**src/hdl/usart_pkg.sv**
```systemverilog
package usart_pkg;

    // register offsets on the plain register port
    localparam logic [2:0] ADDR_DATA   = 3'h0;
    localparam logic [2:0] ADDR_CSA    = 3'h1;
    localparam logic [2:0] ADDR_CSB    = 3'h2;
    localparam logic [2:0] ADDR_CSC    = 3'h3;
    localparam logic [2:0] ADDR_BAUD_L = 3'h4;
    localparam logic [2:0] ADDR_BAUD_H = 3'h5;

    // control_status_first bit positions
    localparam int CSA_RX_DONE  = 7;
    localparam int CSA_TX_DONE  = 6;
    localparam int CSA_TX_EMPTY = 5;
    localparam int CSA_FRAME    = 4;
    localparam int CSA_OVERRUN  = 3;
    localparam int CSA_PARITY   = 2;
    localparam int CSA_DOUBLE   = 1;

    // control_status_second bit positions
    localparam int CSB_RX_IE    = 7;
    localparam int CSB_TXD_IE   = 6;
    localparam int CSB_TXE_IE   = 5;
    localparam int CSB_RX_ON    = 4;
    localparam int CSB_TX_ON    = 3;
    localparam int CSB_SIZE2    = 2;
    localparam int CSB_RX_NINTH = 1;
    localparam int CSB_TX_NINTH = 0;

    // third control register bit positions
    localparam int CSC_SYNC     = 6;
    localparam int CSC_PAR_EN   = 5;
    localparam int CSC_PAR_ODD  = 4;
    localparam int CSC_STOP2    = 3;
    localparam int CSC_SIZE_HI  = 2;
    localparam int CSC_SIZE_LO  = 1;

    // values after reset
    localparam logic [1:0]  RST_SIZE_LO = 2'h3;
    localparam logic [11:0] RST_BAUD    = 12'h000;

    // size code of 9-bit characters
    localparam logic [2:0] SIZE_NINE = 3'h7;

    // last oversampling tick count of a bit (ticks per bit minus one), normal and double speed
    localparam logic [3:0] TICKS_NORMAL = 4'hF;
    localparam logic [3:0] TICKS_DOUBLE = 4'h7;

    typedef enum logic [2:0] {
        RX_IDLE  = 3'b001,
        RX_START = 3'b010,
        RX_DATA  = 3'b100
    } rx_state_t;

endpackage

```
**src/hdl/usart_datapath.sv**
```systemverilog
`timescale 1ns/1ns
// Overview of operation
// [RULE1] cpu write to data location fills transmit buffer and starts sending
// [RULE2] buffer moves to shifter when idle or right after last stop bit
// [RULE3] loaded shifter sends a whole frame at baud or sync clock rate
// [RULE4] surplus high bits of short characters are ignored on transmit
// [RULE5] software writes transmit ninth bit before the low byte
// [RULE6] buffer-empty flag high while buffer empty, low while data waits
// [RULE7] software writes zero at buffer-empty position of first control register
// [RULE8] buffer-empty request stays while flag, enable and global enable are high
// [RULE9] data write clears buffer-empty flag
// [RULE10] transmit-complete set when frame shifted out and buffer empty
// [RULE11] transmit-complete cleared on interrupt service or written one
// [RULE12] transmit-complete request when flag set, enabled, globally enabled
// [RULE13] parity enabled puts parity between last data bit and first stop
// [RULE14] transmitter disable waits for shifter and buffer empty, then releases pin
// [RULE15] receiver enable takes over serial input pin
// [RULE16] sync mode receiver uses external clock pin as bit clock
// [RULE17] receive starts on valid start bit, samples bits up to first stop
// [RULE18] second stop bit is ignored by receiver
// [RULE19] after first stop frame goes to receive buffer, readable at data location
// [RULE20] unused high bits of short received characters read as zero
// [RULE21] receive-complete flag shows unread data in receive buffer
// [RULE22] status and ninth bit buffered with data, data read advances buffer
// [RULE23] framing error only when first stop bit sampled low
// [RULE24] parity is xor of data bits, inverted for odd parity
// [RULE25] transmitter enable takes over serial output pin
module usart_datapath
    import usart_pkg::*;
(
    input  wire logic       REF_CLK_I,
    input  wire logic       SYS_RST_I,
    input  wire logic [2:0] ADDR_I,
    input  wire logic [7:0] WDATA_I,
    input  wire logic       WR_I,
    input  wire logic       RD_I,
    output logic      [7:0] RDATA_O,
    input  wire logic       GIE_I,
    input  wire logic       TX_DONE_ACK_I,
    input  wire logic       SER_IN_I,
    input  wire logic       SYNC_CLK_I,
    output logic            SER_OUT_O,
    output logic            SER_OUT_OE_O,
    output logic            RX_PIN_OWN_O,
    output logic            TX_EMPTY_IRQ_O,
    output logic            TX_DONE_IRQ_O,
    output logic            RX_DONE_IRQ_O
);

    typedef struct packed {
        logic        rx_s1;
        logic        rx_s2;
        logic        ck_s1;
        logic        ck_s2;
        logic        ck_s3;
        logic [7:0]  rdata;
        logic        dbl;
        logic        rx_ie;
        logic        txd_ie;
        logic        txe_ie;
        logic        rx_en;
        logic        tx_en;
        logic        size2;
        logic        tx_ninth;
        logic        sync;
        logic        par_en;
        logic        par_odd;
        logic        stop2;
        logic [1:0]  size_lo;
        logic [11:0] baud;
        logic [11:0] pre_cnt;
        logic [8:0]  tx_buf;
        logic        tx_full;
        logic        tx_busy;
        logic [12:0] tx_sh;
        logic [3:0]  tx_left;
        logic [3:0]  tx_cnt;
        logic        tx_on;
        logic        tx_done;
        logic        txd;
        rx_state_t   rx_state;
        logic [3:0]  rx_cnt;
        logic [3:0]  rx_idx;
        logic [10:0] rx_sh;
        logic [8:0]  rx_buf;
        logic        rx_full;
        logic        fe;
        logic        dor;
        logic        upe;
        logic        irq_txe;
        logic        irq_txd;
        logic        irq_rx;
    } state_t;

    state_t q_r;
    state_t q_nxt;

    ////////////////////////////////////////////////////////////////////////////
    // helpers

    function automatic logic [3:0] data_bits(input logic [2:0] code);
        unique case (code)
            3'h0:    data_bits = 4'h5;
            3'h1:    data_bits = 4'h6;
            3'h2:    data_bits = 4'h7;
            3'h7:    data_bits = 4'h9;
            default: data_bits = 4'h8;
        endcase
    endfunction

    // zero the bits above the character length
    function automatic logic [8:0] mask_data(input logic [8:0] d, input logic [3:0] n);
        logic [8:0] m;
        m = 9'h000;
        for (int i = 0; i < 9; i++) begin
            m[i] = d[i] & (i < int'(n));
        end
        return m;
    endfunction

    function automatic logic parity(input logic [8:0] d, input logic odd);
        return (^d) ^ odd;
    endfunction

    ////////////////////////////////////////////////////////////////////////////
    // next state

    logic [2:0]  size;
    logic [3:0]  nbits;
    logic [3:0]  bit_ticks;
    logic        tick;
    logic        ck_rise;
    logic        ck_fall;
    logic        tx_step;
    logic        rx_sample;
    logic        frame_end;
    logic [8:0]  tx_data;
    logic [8:0]  rx_data;
    logic [3:0]  rx_total;
    logic [3:0]  tx_len;
    logic [12:0] frame;

    always_comb begin
        q_nxt     = q_r;
        size      = {q_r.size2, q_r.size_lo};
        nbits     = data_bits(size);
        bit_ticks = q_r.dbl ? TICKS_DOUBLE : TICKS_NORMAL;
        tick      = (q_r.pre_cnt == 12'h000);
        // edge detectors read only the second and third stages
        ck_rise   = q_r.ck_s2 & ~q_r.ck_s3;
        ck_fall   = ~q_r.ck_s2 & q_r.ck_s3;
        frame_end = 1'b0;
        rx_sample = 1'b0;
        tx_data   = 9'h000;
        rx_data   = 9'h000;
        tx_len    = 4'h0;
        frame     = 13'h1FFF;
        rx_total  = nbits + {3'h0, q_r.par_en} + 4'h1;

        q_nxt.rx_s1 = SER_IN_I;
        q_nxt.rx_s2 = q_r.rx_s1;
        q_nxt.ck_s1 = SYNC_CLK_I;
        q_nxt.ck_s2 = q_r.ck_s1;
        q_nxt.ck_s3 = q_r.ck_s2;

        // oversampling prescaler from the baud divisor
        q_nxt.pre_cnt = tick ? q_r.baud : q_r.pre_cnt - 12'h001;

        // [RULE3] bit clock source
        tx_step = q_r.sync ? ck_rise : (tick && q_r.tx_cnt == bit_ticks);

        // transmit shifter
        if (q_r.tx_busy) begin
            if (tick && !q_r.sync) begin
                q_nxt.tx_cnt = (q_r.tx_cnt == bit_ticks) ? 4'h0 : q_r.tx_cnt + 4'h1;
            end
            if (tx_step) begin
                if (q_r.tx_left == 4'h1) begin
                    frame_end     = 1'b1;
                    q_nxt.tx_busy = 1'b0;
                    q_nxt.txd     = 1'b1;
                end else begin
                    q_nxt.tx_sh   = {1'b1, q_r.tx_sh[12:1]};
                    q_nxt.txd     = q_r.tx_sh[1];
                    q_nxt.tx_left = q_r.tx_left - 4'h1;
                end
            end
        end

        // [RULE2] load when idle or right after the last stop bit
        if (!q_nxt.tx_busy && q_r.tx_full && q_r.tx_on) begin
            // [RULE4] drop surplus high bits
            tx_data = mask_data(q_r.tx_buf, nbits);
            frame[0] = 1'b0;
            for (int i = 0; i < 9; i++) begin
                if (i < int'(nbits)) begin
                    frame[i + 1] = tx_data[i];
                end
            end
            // [RULE13] parity after last data bit
            if (q_r.par_en) begin
                // [RULE24] parity sense
                frame[nbits + 4'h1] = parity(tx_data, q_r.par_odd);
            end
            tx_len = nbits + {3'h0, q_r.par_en} + 4'h2 + {3'h0, q_r.stop2};
            q_nxt.tx_sh   = frame;
            q_nxt.tx_left = tx_len;
            q_nxt.tx_busy = 1'b1;
            q_nxt.tx_cnt  = 4'h0;
            q_nxt.txd     = 1'b0;
            // [RULE6] buffer emptied by the move
            q_nxt.tx_full = 1'b0;
        end

        // [RULE11] clear on service or on written one, set below wins
        if (TX_DONE_ACK_I) begin
            q_nxt.tx_done = 1'b0;
        end
        if (WR_I && ADDR_I == ADDR_CSA && WDATA_I[CSA_TX_DONE]) begin
            q_nxt.tx_done = 1'b0;
        end

        // [RULE10] frame done with nothing waiting
        if (frame_end && !q_r.tx_full) begin
            q_nxt.tx_done = 1'b1;
        end

        // [RULE14] disable only once shifter and buffer are empty
        if (q_r.tx_en) begin
            // [RULE25] take over the output pin
            q_nxt.tx_on = 1'b1;
        end else if (!q_nxt.tx_busy && !q_r.tx_full) begin
            q_nxt.tx_on = 1'b0;
        end

        // receiver
        rx_sample = q_r.sync ? ck_fall : (tick && q_r.rx_cnt == bit_ticks);
        if (tick && !q_r.sync) begin
            q_nxt.rx_cnt = q_r.rx_cnt + 4'h1;
        end
        unique case (q_r.rx_state)
            RX_IDLE: begin
                q_nxt.rx_cnt = 4'h0;
                q_nxt.rx_idx = 4'h0;
                // [RULE17] start bit detection
                if (q_r.rx_en && !q_r.rx_s2) begin
                    if (!q_r.sync) begin
                        q_nxt.rx_state = RX_START;
                    // [RULE16] sync clock samples the start bit
                    end else if (ck_fall) begin
                        q_nxt.rx_state = RX_DATA;
                    end
                end
            end
            RX_START: begin
                // mid-bit recheck rejects glitches shorter than half a bit
                if (tick && q_r.rx_cnt == {1'b0, bit_ticks[3:1]}) begin
                    q_nxt.rx_cnt   = 4'h0;
                    q_nxt.rx_state = q_r.rx_s2 ? RX_IDLE : RX_DATA;
                end
            end
            RX_DATA: begin
                if (rx_sample) begin
                    q_nxt.rx_cnt = 4'h0;
                    q_nxt.rx_sh[q_r.rx_idx] = q_r.rx_s2;
                    q_nxt.rx_idx = q_r.rx_idx + 4'h1;
                    // [RULE18] stop after the first stop bit
                    if (q_r.rx_idx == rx_total - 4'h1) begin
                        q_nxt.rx_state = RX_IDLE;
                    end
                end
            end
            default: q_nxt.rx_state = RX_IDLE;
        endcase
        // [RULE15] receiver off leaves the pin alone
        if (!q_r.rx_en) begin
            q_nxt.rx_state = RX_IDLE;
        end

        // [RULE22] data read advances the receive buffer
        if (RD_I && ADDR_I == ADDR_DATA) begin
            q_nxt.rx_full = 1'b0;
        end

        // [RULE19] frame moves into the receive buffer
        if (q_r.rx_state == RX_DATA && rx_sample && q_r.rx_idx == rx_total - 4'h1) begin
            if (q_nxt.rx_full) begin
                q_nxt.dor = 1'b1;
            end else begin
                // [RULE20] zero the unused high bits
                rx_data = mask_data(q_nxt.rx_sh[8:0], nbits);
                q_nxt.rx_buf = rx_data;
                // [RULE21] unread data present
                q_nxt.rx_full = 1'b1;
                q_nxt.dor = 1'b0;
                // [RULE23] only the first stop bit counts
                q_nxt.fe = ~q_r.rx_s2;
                q_nxt.upe = q_r.par_en
                          && (parity(rx_data, q_r.par_odd) != q_nxt.rx_sh[nbits]);
            end
        end

        // register writes
        if (WR_I) begin
            unique case (ADDR_I)
                ADDR_DATA: begin
                    // [RULE1] fill the transmit buffer
                    q_nxt.tx_buf = {q_r.tx_ninth, WDATA_I};
                    // [RULE9] clear buffer-empty
                    q_nxt.tx_full = 1'b1;
                end
                // [RULE7] buffer-empty position ignores the written value
                ADDR_CSA: q_nxt.dbl = WDATA_I[CSA_DOUBLE];
                ADDR_CSB: begin
                    q_nxt.rx_ie    = WDATA_I[CSB_RX_IE];
                    q_nxt.txd_ie   = WDATA_I[CSB_TXD_IE];
                    q_nxt.txe_ie   = WDATA_I[CSB_TXE_IE];
                    q_nxt.rx_en    = WDATA_I[CSB_RX_ON];
                    q_nxt.tx_en    = WDATA_I[CSB_TX_ON];
                    q_nxt.size2    = WDATA_I[CSB_SIZE2];
                    // [RULE5] ninth bit latched ahead of the low byte
                    q_nxt.tx_ninth = WDATA_I[CSB_TX_NINTH];
                end
                ADDR_CSC: begin
                    q_nxt.sync    = WDATA_I[CSC_SYNC];
                    q_nxt.par_en  = WDATA_I[CSC_PAR_EN];
                    q_nxt.par_odd = WDATA_I[CSC_PAR_ODD];
                    q_nxt.stop2   = WDATA_I[CSC_STOP2];
                    q_nxt.size_lo = WDATA_I[CSC_SIZE_HI:CSC_SIZE_LO];
                end
                ADDR_BAUD_L: q_nxt.baud[7:0] = WDATA_I;
                ADDR_BAUD_H: q_nxt.baud[11:8] = WDATA_I[3:0];
                default: ;
            endcase
        end

        // register reads, data valid the cycle after the strobe
        q_nxt.rdata = 8'h00;
        if (RD_I) begin
            unique case (ADDR_I)
                ADDR_DATA: q_nxt.rdata = q_r.rx_buf[7:0];
                ADDR_CSA: begin
                    q_nxt.rdata[CSA_RX_DONE]  = q_r.rx_full;
                    q_nxt.rdata[CSA_TX_DONE]  = q_r.tx_done;
                    q_nxt.rdata[CSA_TX_EMPTY] = ~q_r.tx_full;
                    q_nxt.rdata[CSA_FRAME]    = q_r.fe;
                    q_nxt.rdata[CSA_OVERRUN]  = q_r.dor;
                    q_nxt.rdata[CSA_PARITY]   = q_r.upe;
                    q_nxt.rdata[CSA_DOUBLE]   = q_r.dbl;
                end
                ADDR_CSB: begin
                    q_nxt.rdata[CSB_RX_IE]    = q_r.rx_ie;
                    q_nxt.rdata[CSB_TXD_IE]   = q_r.txd_ie;
                    q_nxt.rdata[CSB_TXE_IE]   = q_r.txe_ie;
                    q_nxt.rdata[CSB_RX_ON]    = q_r.rx_en;
                    q_nxt.rdata[CSB_TX_ON]    = q_r.tx_en;
                    q_nxt.rdata[CSB_SIZE2]    = q_r.size2;
                    q_nxt.rdata[CSB_RX_NINTH] = q_r.rx_buf[8];
                    q_nxt.rdata[CSB_TX_NINTH] = q_r.tx_ninth;
                end
                ADDR_CSC: begin
                    q_nxt.rdata[CSC_SYNC]    = q_r.sync;
                    q_nxt.rdata[CSC_PAR_EN]  = q_r.par_en;
                    q_nxt.rdata[CSC_PAR_ODD] = q_r.par_odd;
                    q_nxt.rdata[CSC_STOP2]   = q_r.stop2;
                    q_nxt.rdata[CSC_SIZE_HI:CSC_SIZE_LO] = q_r.size_lo;
                end
                ADDR_BAUD_L: q_nxt.rdata = q_r.baud[7:0];
                ADDR_BAUD_H: q_nxt.rdata = {4'h0, q_r.baud[11:8]};
                default: ;
            endcase
        end

        // requests change in the same cycle as the flags, straight from flops
        // [RULE8] level request while buffer empty
        q_nxt.irq_txe = ~q_nxt.tx_full & q_nxt.txe_ie & GIE_I;
        // [RULE12] request from the flag
        q_nxt.irq_txd = q_nxt.tx_done & q_nxt.txd_ie & GIE_I;
        q_nxt.irq_rx  = q_nxt.rx_full & q_nxt.rx_ie & GIE_I;
    end

    ////////////////////////////////////////////////////////////////////////////
    // state register

    always_ff @(posedge REF_CLK_I) begin
        if (SYS_RST_I) begin
            q_r          <= '0;
            q_r.rx_s1    <= 1'b1;
            q_r.rx_s2    <= 1'b1;
            q_r.txd      <= 1'b1;
            q_r.tx_sh    <= 13'h1FFF;
            q_r.size_lo  <= RST_SIZE_LO;
            q_r.baud     <= RST_BAUD;
            q_r.rx_state <= RX_IDLE;
        end else begin
            q_r <= q_nxt;
        end
    end

    assign RDATA_O        = q_r.rdata;
    assign SER_OUT_O      = q_r.txd;
    assign SER_OUT_OE_O   = q_r.tx_on;
    assign RX_PIN_OWN_O   = q_r.rx_en;
    assign TX_EMPTY_IRQ_O = q_r.irq_txe;
    assign TX_DONE_IRQ_O  = q_r.irq_txd;
    assign RX_DONE_IRQ_O  = q_r.irq_rx;

endmodule

```
**config.mk**
```make
export PLATFORM = sky130hd
export DESIGN_NAME = usart_datapath
export DESIGN_NICKNAME = d
export VERILOG_FILES = /design/src/hdl/usart_pkg.sv /design/src/hdl/usart_datapath.sv
export SDC_FILE = /design/constraint.sdc
export NUM_CORES = 1
export LEC_CHECK = 0
export ABC_AREA = 1
export BUFFER_PORTS_ARGS = -buffer_cell sky130_fd_sc_hd__buf_4
export CAP_MARGIN = 20
export CORE_AREA = 2 2 191 118
export CTS_BUF_LIST = sky130_fd_sc_hd__clkbuf_2 sky130_fd_sc_hd__clkbuf_4 sky130_fd_sc_hd__clkbuf_8
export DETAILED_ROUTE_END_ITERATION = 10
export DIE_AREA = 0 0 193 120
export SYNTH_ARGS = -nofsm -noshare
export SYNTH_HDL_FRONTEND = slang
export SYNTH_SLANG_ARGS = --single-unit
```
**constraint.sdc**
```tcl
create_clock -name REF_CLK_I -period 3.9 [get_ports REF_CLK_I]
set_input_delay 0.39 -clock REF_CLK_I [delete_from_list [all_inputs] [get_ports REF_CLK_I]]
set_output_delay 0.39 -clock REF_CLK_I [all_outputs]
set_load 0.1 [all_outputs]
```
After elaboration in Yosys (flattened, before gate mapping)
Index checks and enable logic that the tools add are counted.
{"block": "classes", "reduce_logical": 46, "order_cmp": 14, "div_mod_pow": 0, "n_mul": 0, "bitwise": 36, "eq_ne": 23, "n_shift": 0, "n_addsub": 11, "mux": 78}
{"op": "two-way mux 22 bit", "count": 2}
{"op": "two-way mux 1 bit", "count": 42}
{"op": "one-hot mux 6 bit (6 select lines)", "count": 1}
{"op": "bitwise AND 1 bit", "count": 26}
{"op": "two-way mux 25 bit", "count": 1}
{"op": "two-way mux 4 bit", "count": 6}
{"op": "two-way mux 23 bit", "count": 1}
{"op": "adder 4 x 1 -> 4 bit (second input constant)", "count": 5}
{"op": "AND reduction 2 bit", "count": 10}
{"op": "two-way mux 18 bit", "count": 1}
{"op": "parity 9 bit", "count": 2}
{"op": "logical AND 1 bit", "count": 17}
{"op": "two-way mux 17 bit", "count": 1}
{"op": "< comparator 3 x 4 -> 1 bit (first input constant)", "count": 4}
{"op": "one-hot mux 4 bit (4 select lines)", "count": 1}
{"op": "< comparator 4 x 5 -> 1 bit (second input constant)", "count": 3}
{"op": "two-way mux 3 bit", "count": 5}
{"op": "two-way mux 7 bit", "count": 2}
{"op": "bitwise mux 13 bit", "count": 1}
{"op": "two-way mux 13 bit", "count": 1}
{"op": "== test 3 x 2 -> 1 bit (second input constant)", "count": 4}
{"op": "== test 3 bit (second input constant)", "count": 4}
{"op": "== test 4 bit", "count": 3}
{"op": "zero test 12 bit", "count": 1}
{"op": "other kinds (34)", "count": 64}
{"block": "word_totals", "output_inout_bits": 14, "ramBits": 0, "ff_bits": 124, "latch_bits": 0, "n_memories": 0, "mem_bits_ro": 0, "input_bits": 19, "elab_cells": 251}

Longest topological paths before layout
Gate-level depths: netlist of the first run.
{"block": "depth", "word_depth": 18, "ltp_mapped": 21, "depth_no_buf": 21}

Least setup slack after synthesis of the first run
Ideal clock, no wire load.
{"block": "synth_path", "path_type": "register to register", "start": "register q_r[97] (netlist bit)", "end": "register q_r[14] (netlist bit)", "setup_time_ns": 0.125, "period_less_slack_ns": 2.361, "path_stages_with_launch": 17, "path_buffers": 0, "required_time_ns": 3.775, "arrival_ns": 2.236, "path_slack_ns": 1.539, "cell_sequence": "dfxtp_1 nand2_1 nor2_1 inv_1 nand2_1 ha_1 ha_1 inv_1 nand2_1 a21oi_1 nand4_1 nor2_2 nand2_1 inv_2 nor2_1 inv_2 o22ai_1"}
{"block": "synth_via", "elab_chain_cells": 8, "word_cells_on_any_way": 13, "cone_classes": "add/sub (3); order compare (1); eq/ne (4); mux (1); bitwise (1); reduce/logical (3)"}
{"item": "start, declared", "line_no": "usart_datapath.sv:95", "source": "state_t q_r;"}
{"item": "start signal, assigned", "line_no": "usart_datapath.sv:396", "source": "q_r <= q_nxt;"}
{"item": "== test 3 bit, or another cell as far along", "line_no": "usart_datapath.sv:102", "source": "unique case (code)"}
{"item": "one-hot mux 4 bit (4 select lines) *", "line_no": "usart_datapath.sv:102"}
{"item": "adder 4 x 1 -> 4 bit (2 in series)", "line_no": "usart_datapath.sv:158", "source": "rx_total = nbits + {3'h0, q_r.par_en} + 4'h1;"}
{"item": "subtractor 4 x 1 -> 4 bit", "line_no": "usart_datapath.sv:286", "source": "if (q_r.rx_state == RX_DATA && rx_sample && q_r.rx_idx == rx_total - 4'h1) begin"}
{"item": "== test 4 bit", "line_no": "usart_datapath.sv:286"}
{"item": "logical AND 1 bit", "line_no": "usart_datapath.sv:286"}
{"item": "AND reduction 2 bit (no source line)"}
Mark *: on every way between the ends. The rest lies on a longest branch, timed or not.
A chain may end at the register's enable or synchronous reset.

Worst setup path after layout of the first run
{"block": "layout_path", "start": "register q_r[97] (netlist bit)", "end": "register q_r[3] (netlist bit)"}
{"block": "layout_via", "elab_chain_cells": 8, "word_cells_on_any_way": 35, "cone_classes": "add/sub (3); order compare (9); eq/ne (5); mux (3); bitwise (10); reduce/logical (5)"}
{"item": "== test 3 bit, or another cell as far along", "line_no": "usart_datapath.sv:102"}
{"item": "one-hot mux 4 bit (4 select lines) *", "line_no": "usart_datapath.sv:102"}
{"item": "adder 4 x 1 -> 4 bit, or another cell as far along", "line_no": "usart_datapath.sv:158"}
{"item": "adder 4 x 1 -> 4 bit or bitwise AND 1 bit (tied branches)", "line_no": "usart_datapath.sv:158, usart_datapath.sv:116"}
{"item": "subtractor 4 x 1 -> 4 bit or parity 9 bit (tied branches)", "line_no": "usart_datapath.sv:286, usart_datapath.sv:122"}
{"item": "== test 4 bit or bitwise XOR 1 bit (tied branches)", "line_no": "usart_datapath.sv:286, usart_datapath.sv:122"}
{"item": "logical AND 1 bit or != test 1 bit (tied branches)", "line_no": "usart_datapath.sv:286, usart_datapath.sv:299"}
{"item": "AND reduction 2 bit (no source line) or logical AND 1 bit (tied branches)"}
Mark *: on every way between the ends. The rest lies on a longest branch, timed or not. The select of a mux whose other input is x is not followed.

==> results of run 1 <==
==> Yosys cell counts, drive strengths merged, types with 5 or more instances <==
cell	number	area, µm²
a211oi	7	57.6
a21oi	55	290
a221oi	5	43.8
a31oi	7	43.8
buf	17	120
clkbuf	16	60.1
dfxtp	122	2440
ha	13	163
inv	124	465
nand2	210	833
nand3	61	325
nand4	9	62.6
nor2	82	367
nor3	16	85.1
o211ai	7	52.6
o21ai	78	402
o22ai	16	144
or2	6	37.5
xnor2	9	86.3
xor2	12	105
==> through the flow <==
step                instance area, µm²  total power [mW]   util  std cells
detailed placement                6790              1.92  0.315       1181
global route                      7220              3.30  0.335       1210
global placement                  6790              1.91  0.315       1181
finish                            7220              3.17  0.335       1210
floorplan                         6320              1.77      -        889
CTS                               7220              3.18  0.335       1209
==> cell families after synthesis <==
group | share of synthesized area
compound gates | 0.178
xor+xnor | 0.0303
fa+ha+maj | 0.0258
buf+inv | 0.103
flops | 0.387
simple gates | 0.275
==> layout make-up <==
class | instances | area [µm²]
flip-flops and latches | 122 | 2440
fillers | 2279 | 14300
clock buffers | 21 | 289
multi-input cells | 608 | 3220
well taps | 286 | 358
clock inverters | 7 | 141
repair buffers | 40 | 300
inverters | 126 | 473
==> registers in the layout, summed over array words and instances (netlist names) <==
signal and cells:
q_r 105, RDATA_O 8, q_nxt 3, RX_DONE_IRQ_O 1
RX_PIN_OWN_O 1, SER_OUT_O 1, SER_OUT_OE_O 1, TX_DONE_IRQ_O 1
TX_EMPTY_IRQ_O 1
==> report_power, final <==
part	leakage, nW	switching (mW)	total (mW)	internal (mW)
clock	0.216	0.517	1.27	0.751
sequential	0.989	0.0500	1.36	1.31
combinational	1.81	0.370	0.544	0.174
total	3.02	0.937	3.17	2.23
==> worst register-to-register path: stages, from the launching register on <==
cell,delay [ns]
dfxtp_1,0.45
nand2_1,0.15
nor2_1,0.30
inv_1,0.14
nand2_1,0.15
ha_1,0.21
ha_1,0.26
inv_1,0.09
nand2_1,0.05
a21oi_1,0.14
nand4_1,0.17
nor2_2,0.19
nand2_1,0.09
inv_2,0.06
nand2_1,0.28
nor2_1,0.19
nand3_1,0.09
nand2_1,0.05
==> how the worst max path moves through the flow <==
stage                       start  endpoint  slack, ns
after floorplan           q_r[97]   q_r[14]       1.54
after global placement    q_r[97]    q_r[3]       1.04
after detailed placement  q_r[97]    q_r[3]       0.91
after CTS                 q_r[97]    q_r[3]       0.89
after global routing      q_r[97]    q_r[3]       0.56
final                     q_r[97]    q_r[3]       0.79
==> per-layer routing <==
metal / up-vias / GRT usage
li1: 2947 / -
met1: 2649 / 0.262
met2: 254 / 0.183
met3: 15 / 0.0620
met4: 2 / 0.0402
met5: - / 0.0294
==> out/qor.yml, run 1 <==
nets: 947
crit_family: "simple AND/OR/NAND/NOR gates"
cp.required_ns: 4.30
slowest_delay_ns: 0.45
fin_ws_ns: 0.790
placementRows: 42
maxCapViolCount: 0
cts-htree-levels: 4
post_cts_buffers: 0
clock-sinks: 122
dieArea_mm2: 0.0232
r2r-end: "q_r[3]"
cp-end-kind: "flip-flop"
gr-total-overflow: 0
syn_avg_cell_area_um2: 7.10
first_iter_violations: 613
synth_cell_types: 51
synth-main-ff-cell: "dfxtp_1"
clk_latency_ns: 0.46
diodes: 0
reg2reg_slack_ns: 0.79
path_depth: 17
grt_max_degree: 58
ys_warn_count: 0
clk_pin_slew_ns: 0.07
arrival_ns: 3.51
rr_worst_depth: 17
crit_path_frequent_cell: "nand2_1"
crit_type: "reg -> reg"
wl_met1_mm: 9.40
syn-cell-area_mm2: 0.00632
layout_common_cells: "nand2_1, dfxtp_1, inv_1, nor2_1, o21ai_0"
whs_path_depth: 2
route.met2.wl_mm: 6.23
cts_buffers: 17
drt-total-wl_mm: 18.1
irDropWorstVdd_v: 0.000229
status: "completed"
grt_pass1_wl_mm: 28.4
cp_max_fo: 11
worst-path-buf-inv: 3
design.core.area_mm2: 0.0215
port_buffers: 32
syn2layout_area_growth_pct: 14.4
grt_usage: 0.162
startpoint_type: "flip-flop"
cts_tree: "yes"
layout_commonest_cell: "nand2_1"
gp_congestion: 0.890
cts_hold_buf: 0
min-delay-start: "SER_IN_I"
fmax_mhz: 322
grt_antenna_before_repair: 0
critPathSlowestCell: "dfxtp_1"
vias_per_cell: 4.85
hold_viol: 0
clockBufferDepth: 2
antenna_left: 0
post-place-ws_ns: 0.908
fin_crit_sh: 0.797
synthArstFlopShare: 0
rsz0062_at_grt: "false"
r2r-start: "q_r[97]"
die_x_um: 193
drc_errors: 0
worstPathCellList: "nand2_1 -> nor2_1 -> inv_1 -> nand2_1 -> ha_1 -> ha_1 -> inv_1 -> nand2_1 -> a21oi_1 -> nand4_1 -> nor2_2 -> nand2_1 -> inv_2 -> nand2_1 -> nor2_1 -> nand3_1 -> nand2_1"
fp.dieH_um: 120
syn_nets: 921
synth_edf_count: 0
finalSetupViolCount: 0
vias: 5867
dr.pass1.iters: 7
leakagePower_nw: 3.02
start_util: 0.293
finalClockSkew_ns: 0.0126
period_minus_slack_ns: 3.11
routedWlPerCell_um: 15.0
grt_pass1_vias: 5137
relSlewSlack: 0.568
cts-root-buf: "clkbuf_8"
worst_slew_pin_slew_ns: 0.647
syn-instance-count: 889
wl_met3_mm: 2.24
place_hpwl_mm: 13.6
hold_path_class: "in -> reg"
drive_gt1_frac: 0.135
cts_resized: 0
whs_endpoint: "q_nxt[122]"
highest_layer: "met5"
yosys_register_bits: 122
hold_ws_ns: 0.121
ys_seq_area_frac: 0.387
finalSetupTns_ns: 0
power_density_mw_per_mm2: 438
drv_slew: 0
io_pins: 33
No activity file was read; power rests on OpenSTA's default activity.
==> run 2, diff against run 1 <==
clock period = 2.94 ns   (was 3.9 ns; I/O delays follow)
==> out/qor.yml, run 2 (synthesis gave the netlist of run 1 again) <==
status: "completed"
grt_antenna_before_repair: 0  # unchanged
post_cts_buffers: 0  # unchanged
crit_family: "simple AND/OR/NAND/NOR gates"
antenna_left: 0  # unchanged
finalClockSkew_ns: 0.0153  # +0.00274 ns
largest_reg_flops: 105  # unchanged
power_density_mw_per_mm2: 547  # +25%
period_minus_slack_ns: 2.65  # -0.455 ns
cp-end-kind: "flip-flop"
worstPathCellList: "nand2_1 -> nor2_1 -> inv_1 -> nand2_1 -> ha_1 -> ha_1 -> inv_1 -> nand2_1 -> a21oi_1 -> nand4_1 -> nor2_2 -> nand2_1 -> inv_2 -> nor2_1 -> inv_2 -> o22ai_1"
dieArea_mm2: 0.0232  # unchanged
placedCellCount: 1186  # +0.42%
p_seq_frac: 0.456  # +0.028
cp.required_ns: 3.26  # -1.04 ns
placementRows: 42  # unchanged
clock-sinks: 122  # unchanged
first_iter_violations: 612  # -0.16%
critPathSlowestCell: "dfxtp_2"
cts-root-buf: "clkbuf_8"
die_x_um: 193  # unchanged
port_buffers: 32  # unchanged
met3_usage: 0.0708  # +0.00877
grt-busiest-layer: "met1"
cts_buffers: 17  # unchanged
finalSetupTns_ns: 0  # unchanged
drt-total-wl_mm: 18.5  # +1.9%
crit_type: "reg -> reg"
hold_path_class: "in -> reg"
hold_viol: 0  # unchanged
cts_tree: "yes"
grt_pass1_vias: 5424  # +5.6%
final-instance-count-excl-fill: 1218  # +0.66%
rsz0062_at_grt: "false"
leakagePower_nw: 3.00  # -0.42%
clkPwrFrac: 0.360  # -0.040
met1_usage: 0.264  # +0.00177
io_pins: 33  # unchanged
crit_path_frequent_cell: "nand2_1"
irDropWorstVdd_v: 0.000275  # +20%
start_util: 0.293  # unchanged
drv_slew: 0  # unchanged
routedWlPerCell_um: 15.2  # +1.2%
fp.dieH_um: 120  # unchanged
cts-htree-levels: 4  # unchanged
clk_latency_ns: 0.45  # about the same
layout_common_cells: "nand2_1, dfxtp_1, inv_1, nor2_1, o21ai_0"
diodes: 0  # unchanged
vias: 6001  # +2.3%
cp_max_fo: 9  # -2
clk_pin_slew_ns: 0.08  # about the same
layout_commonest_cell: "nand2_1"
p_sw_mw: 1.30  # +39%
startpoint_type: "flip-flop"
design.core.area_mm2: 0.0215  # unchanged
combPwrFrac: 0.183  # +0.011
finalSetupViolCount: 0  # unchanged
cts_resized: 0  # unchanged
gr-total-overflow: 0  # unchanged
arrival_ns: 2.97  # -0.54 ns
largest_register: "q_r"
grt_usage: 0.167  # +0.00507
worst_slew_pin_slew_ns: 0.604  # -0.0438 ns
drc_errors: 0  # unchanged
place_hpwl_mm: 13.8  # +1.5%
clockBufferDepth: 2  # unchanged
nets: 951  # +0.42%
grt_max_degree: 54  # -6.9%
met2_usage: 0.199  # +0.0159
grt_pass1_wl_mm: 29.5  # +3.8%
maxCapViolCount: 0  # unchanged
hold_ws_ns: 0.0340  # -0.0872 ns
worst-path-buf-inv: 4  # +1
vias_per_cell: 4.93  # +1.6%
syn2layout_area_growth_pct: 14.1
drive_gt1_frac: 0.146  # +0.0106
slowest_delay_ns: 0.35  # -0.10 ns
fin_crit_sh: 0.903  # +0.106
relSlewSlack: 0.595  # +0.0268
swShare: 0.329  # +0.0335
dr.pass1.iters: 5  # -2
gp_congestion: 0.888  # -0.25%
p_int_mw: 2.64  # +19%
cts_hold_buf: 0  # unchanged
fmax_mhz: 377  # +17%
==> run 2: layout make-up <==
cell class,count,area (µm²)
Timing Repair Buffer,44,343
Fill cell,2300,14300
Tap cell,286,358
Sequential cell,122,2440
Clock buffer,18,241
Multi-Input combinational cell,608,3230
Clock inverter,14,124
Inverter,126,474
==> run 2: path summary, 6_finish.rpt <==
kind / from / to / slack, ns / depth (start not counted)
worst max register to register: q_r[98] / q_r[14] / 0.29 / 16
worst min register to register: q_nxt[120] / q_nxt[119] / 0.40 / 2
worst min-delay path: SER_IN_I / q_nxt[122] / 0.03 / 2
worst max-delay path: q_r[98] / q_r[14] / 0.29 / 16
==> run 2: power groups by stage <==
stage	Clock [mW]	Combinational (mW)	Sequential [mW]
finish	1.42	0.722	1.80
global route	1.54	0.806	1.81
CTS	1.45	0.709	1.79
detailed placement	0	0.705	1.83
global placement	0	0.701	1.83
floorplan	0	0.523	1.82
==> run 2: routing by layer <==
metal / wire, µm / part of all wire / vias to the layer above
met4: 97 / 0.0052 / 0
met3: 2310 / 0.12 / 12
met5: 0 / 0 / -
met1: 9520 / 0.52 / 2769
met2: 6560 / 0.35 / 259
li1: - / - / 2961
==> run 2: worst reg2reg max path, cell delays in order, from the launching register on <==
cell	delay, ns
dfxtp_2	0.35
nand2_1	0.11
nor2_1	0.07
inv_1	0.10
nand2_1	0.12
ha_1	0.23
ha_1	0.34
inv_1	0.10
nand2_1	0.06
a21oi_1	0.14
nand4_1	0.17
nor2_2	0.19
nand2_1	0.08
inv_2	0.06
nor2_1	0.08
inv_2	0.23
o22ai_1	0.10
==> run 2: per-stage QoR <==
stage                     instance area [µm²]  setup WS (ns)  power (mW)  utilization
after floorplan                          6320          0.579        2.35            -
final                                    7210          0.285        3.94        0.335
after global placement                   6840          0.232        2.53        0.317
after CTS                                7200          0.136        3.95        0.334
after global routing                     7210         0.0377        4.16        0.335
after detailed placement                 6840          0.144        2.54        0.317
==> run 3, diff against run 2 <==
BUFFER_PORTS_ARGS = -buffer_cell sky130_fd_sc_hd__buf_2   (was -buffer_cell sky130_fd_sc_hd__buf_4)
CAP_MARGIN = 30   (was 20)
PLACE_DENSITY_LB_ADDON = 0.05   (was not set)
==> out/qor.yml, run 3 (synthesis gave the netlist of run 1 again) <==
largest_register: "q_r"
grt_max_degree: 37  # -31%
grt_antenna_before_repair: 0  # unchanged
layout_common_cells: "nand2_1, dfxtp_1, inv_1, nor2_1, o21ai_0"
min-delay-start: "SYNC_CLK_I"
layout_commonest_cell: "nand2_1"
fmax_mhz: 368  # -2.4%
register_area_mm2: 0.00244  # about the same
design.core.area_mm2: 0.0215  # unchanged
cp-end-kind: "flip-flop"
gp_congestion: 0.844  # -5.0%
finalClockSkew_ns: 0.0128  # -0.00256 ns
reg2reg_slack_ns: 0.22  # -0.07 ns
diodes: 0  # unchanged
drv_slew: 0  # unchanged
post-place-ws_ns: 0.161  # +0.0170 ns
first_iter_violations: 451  # -26%
hold_path_class: "in -> reg"
cts_tree: "yes"
hold_viol: 0  # unchanged
port_buffers: 32  # unchanged
nets: 961  # +1.1%
start_util: 0.293  # unchanged
cts_buffers: 17  # unchanged
cts-htree-levels: 4  # unchanged
drt-total-wl_mm: 20.5  # +11%
routedWlPerCell_um: 16.7  # +9.9%
io_pins: 33  # unchanged
crit_type: "reg -> reg"
cp_max_fo: 6  # -3
relSlewSlack: 0.425  # -0.170
fin_ws_ns: 0.219  # -0.0660 ns
place_hpwl_mm: 15.5  # +12%
dieArea_mm2: 0.0232  # unchanged
largest_reg_flops: 105  # unchanged
worst_slew_pin_slew_ns: 0.861  # +0.257 ns
startpoint_type: "flip-flop"
whs_endpoint: "q_nxt[120]"
clk_pin_slew_ns: 0.07  # about the same
die_x_um: 193  # unchanged
clockBufferDepth: 2  # unchanged
whs_path_depth: 3  # +1
cp.required_ns: 3.32  # +0.06 ns
grt_pass1_wl_mm: 31.7  # +7.5%
clock-sinks: 122  # unchanged
maxCapViolCount: 0  # unchanged
dr.pass1.iters: 5  # unchanged
grt_pass1_vias: 5261  # -3.0%
arrival_ns: 3.10  # +0.13 ns
fp.dieH_um: 120  # unchanged
gr-total-overflow: 0  # unchanged
cts-root-buf: "clkbuf_8"
grt_usage: 0.187  # +0.0198
placementRows: 42  # unchanged
irDropWorstVdd_v: 0.000258  # -6.3%
leakagePower_nw: 3.07  # +2.2%
antenna_left: 0  # unchanged
hold_ws_ns: 0.0482  # +0.0141 ns
finalSetupTns_ns: 0  # unchanged
power_density_mw_per_mm2: 565  # +3.4%
fin_crit_sh: 0.925  # +0.0225
r2r-end: "q_r[9]"
critPathLaunch: "q_r[97]"
syn2layout_area_growth_pct: 14.7
period_minus_slack_ns: 2.72  # +0.0660 ns
vias: 5732  # -4.5%
multiInputGateArea_mm2: 0.00323  # +0.16%
drc_errors: 0  # unchanged
r2r-start: "q_r[97]"
p_total_mw: 4.09  # +3.8%
rr_worst_depth: 16  # unchanged
finalSetupViolCount: 0  # unchanged
fill_cells: 2326  # +1.1%
clk_latency_ns: 0.46  # about the same
status: "completed"
drive_gt1_frac: 0.152  # +0.00588
vias_per_cell: 4.67  # -5.3%
run 3: cell count changes in the layout (fill, tap and decap cells not counted), sizes merged:
cell and change:
buf +9, clkbuf +6, clkinvlp -4, inv -2
bufinv +1, clkinv -1, dlygate4sd3 +1
run 3: cell type report:
| class | count | area share |
|---|---|---|
| timing repair buffer | 54 | 0.0475 |
| multi-input combinational | 608 | 0.446 |
| inverter | 126 | 0.0655 |
| clock buffer | 24 | 0.0413 |
| sequential | 122 | 0.337 |
| clock inverter | 8 | 0.0130 |
| tap | 286 | 0.0494 |
run 3: per-layer routing:
| metal | global-route usage | routed length, µm | vias to the layer above |
|---|---|---|---|
| met3 | 0.0418 | 996 | 10 |
| met5 | 0 | 0 | - |
| li1 | - | - | 2998 |
| met1 | 0.309 | 11700 | 2611 |
| met4 | 0.0407 | 130 | 0 |
| met2 | 0.233 | 7600 | 113 |
run 3: stage by stage:
step / cell area, µm² / std cells / util
floorplan: 6320 / 889 / -
global placement: 6800 / 1192 / 0.316
detailed placement: 6800 / 1192 / 0.316
CTS: 7200 / 1225 / 0.334
global route: 7240 / 1228 / 0.336
finish: 7240 / 1228 / 0.336
run 3: worst max-delay path by stage:
stage | to | slack, ns | cells past startpoint
2_1_floorplan | q_r[14] | 0.58 | 16
3_3_place_gp | q_r[59] | 0.18 | 12
3_5_place_dp | q_r[7] | 0.16 | 15
4_1_cts | q_r[9] | 0.13 | 15
5_1_grt | q_r[9] | -0.01 | 15
6_report | q_r[9] | 0.22 | 16
run 3: repair_timing:
action / in CTS / in global routing
setup buffers: 0 / 3
hold buffers: 1 / 0
resized for setup: 0 / 4
hold endpoints to repair: 1 / 0
endpoints found under the setup margin: 0 / 13
run 3: critical path: stages, from the launching register on:
cell,delay [ns]
dfxtp_1,0.37
nand2_1,0.12
nor2_1,0.13
inv_1,0.09
nand2_1,0.14
ha_1,0.22
ha_1,0.27
inv_1,0.08
nand2_1,0.05
a21oi_1,0.12
nand4_1,0.19
nor2_4,0.21
nand2_1,0.09
inv_2,0.06
nand2_1,0.15
buf_6,0.23
o22ai_2,0.12
run 3: power breakdown:
| group | switching (mW) | internal, mW |
|---|---|---|
| registers | 0.0644 | 1.73 |
| logic | 0.516 | 0.240 |
| clock network | 0.700 | 0.839 |
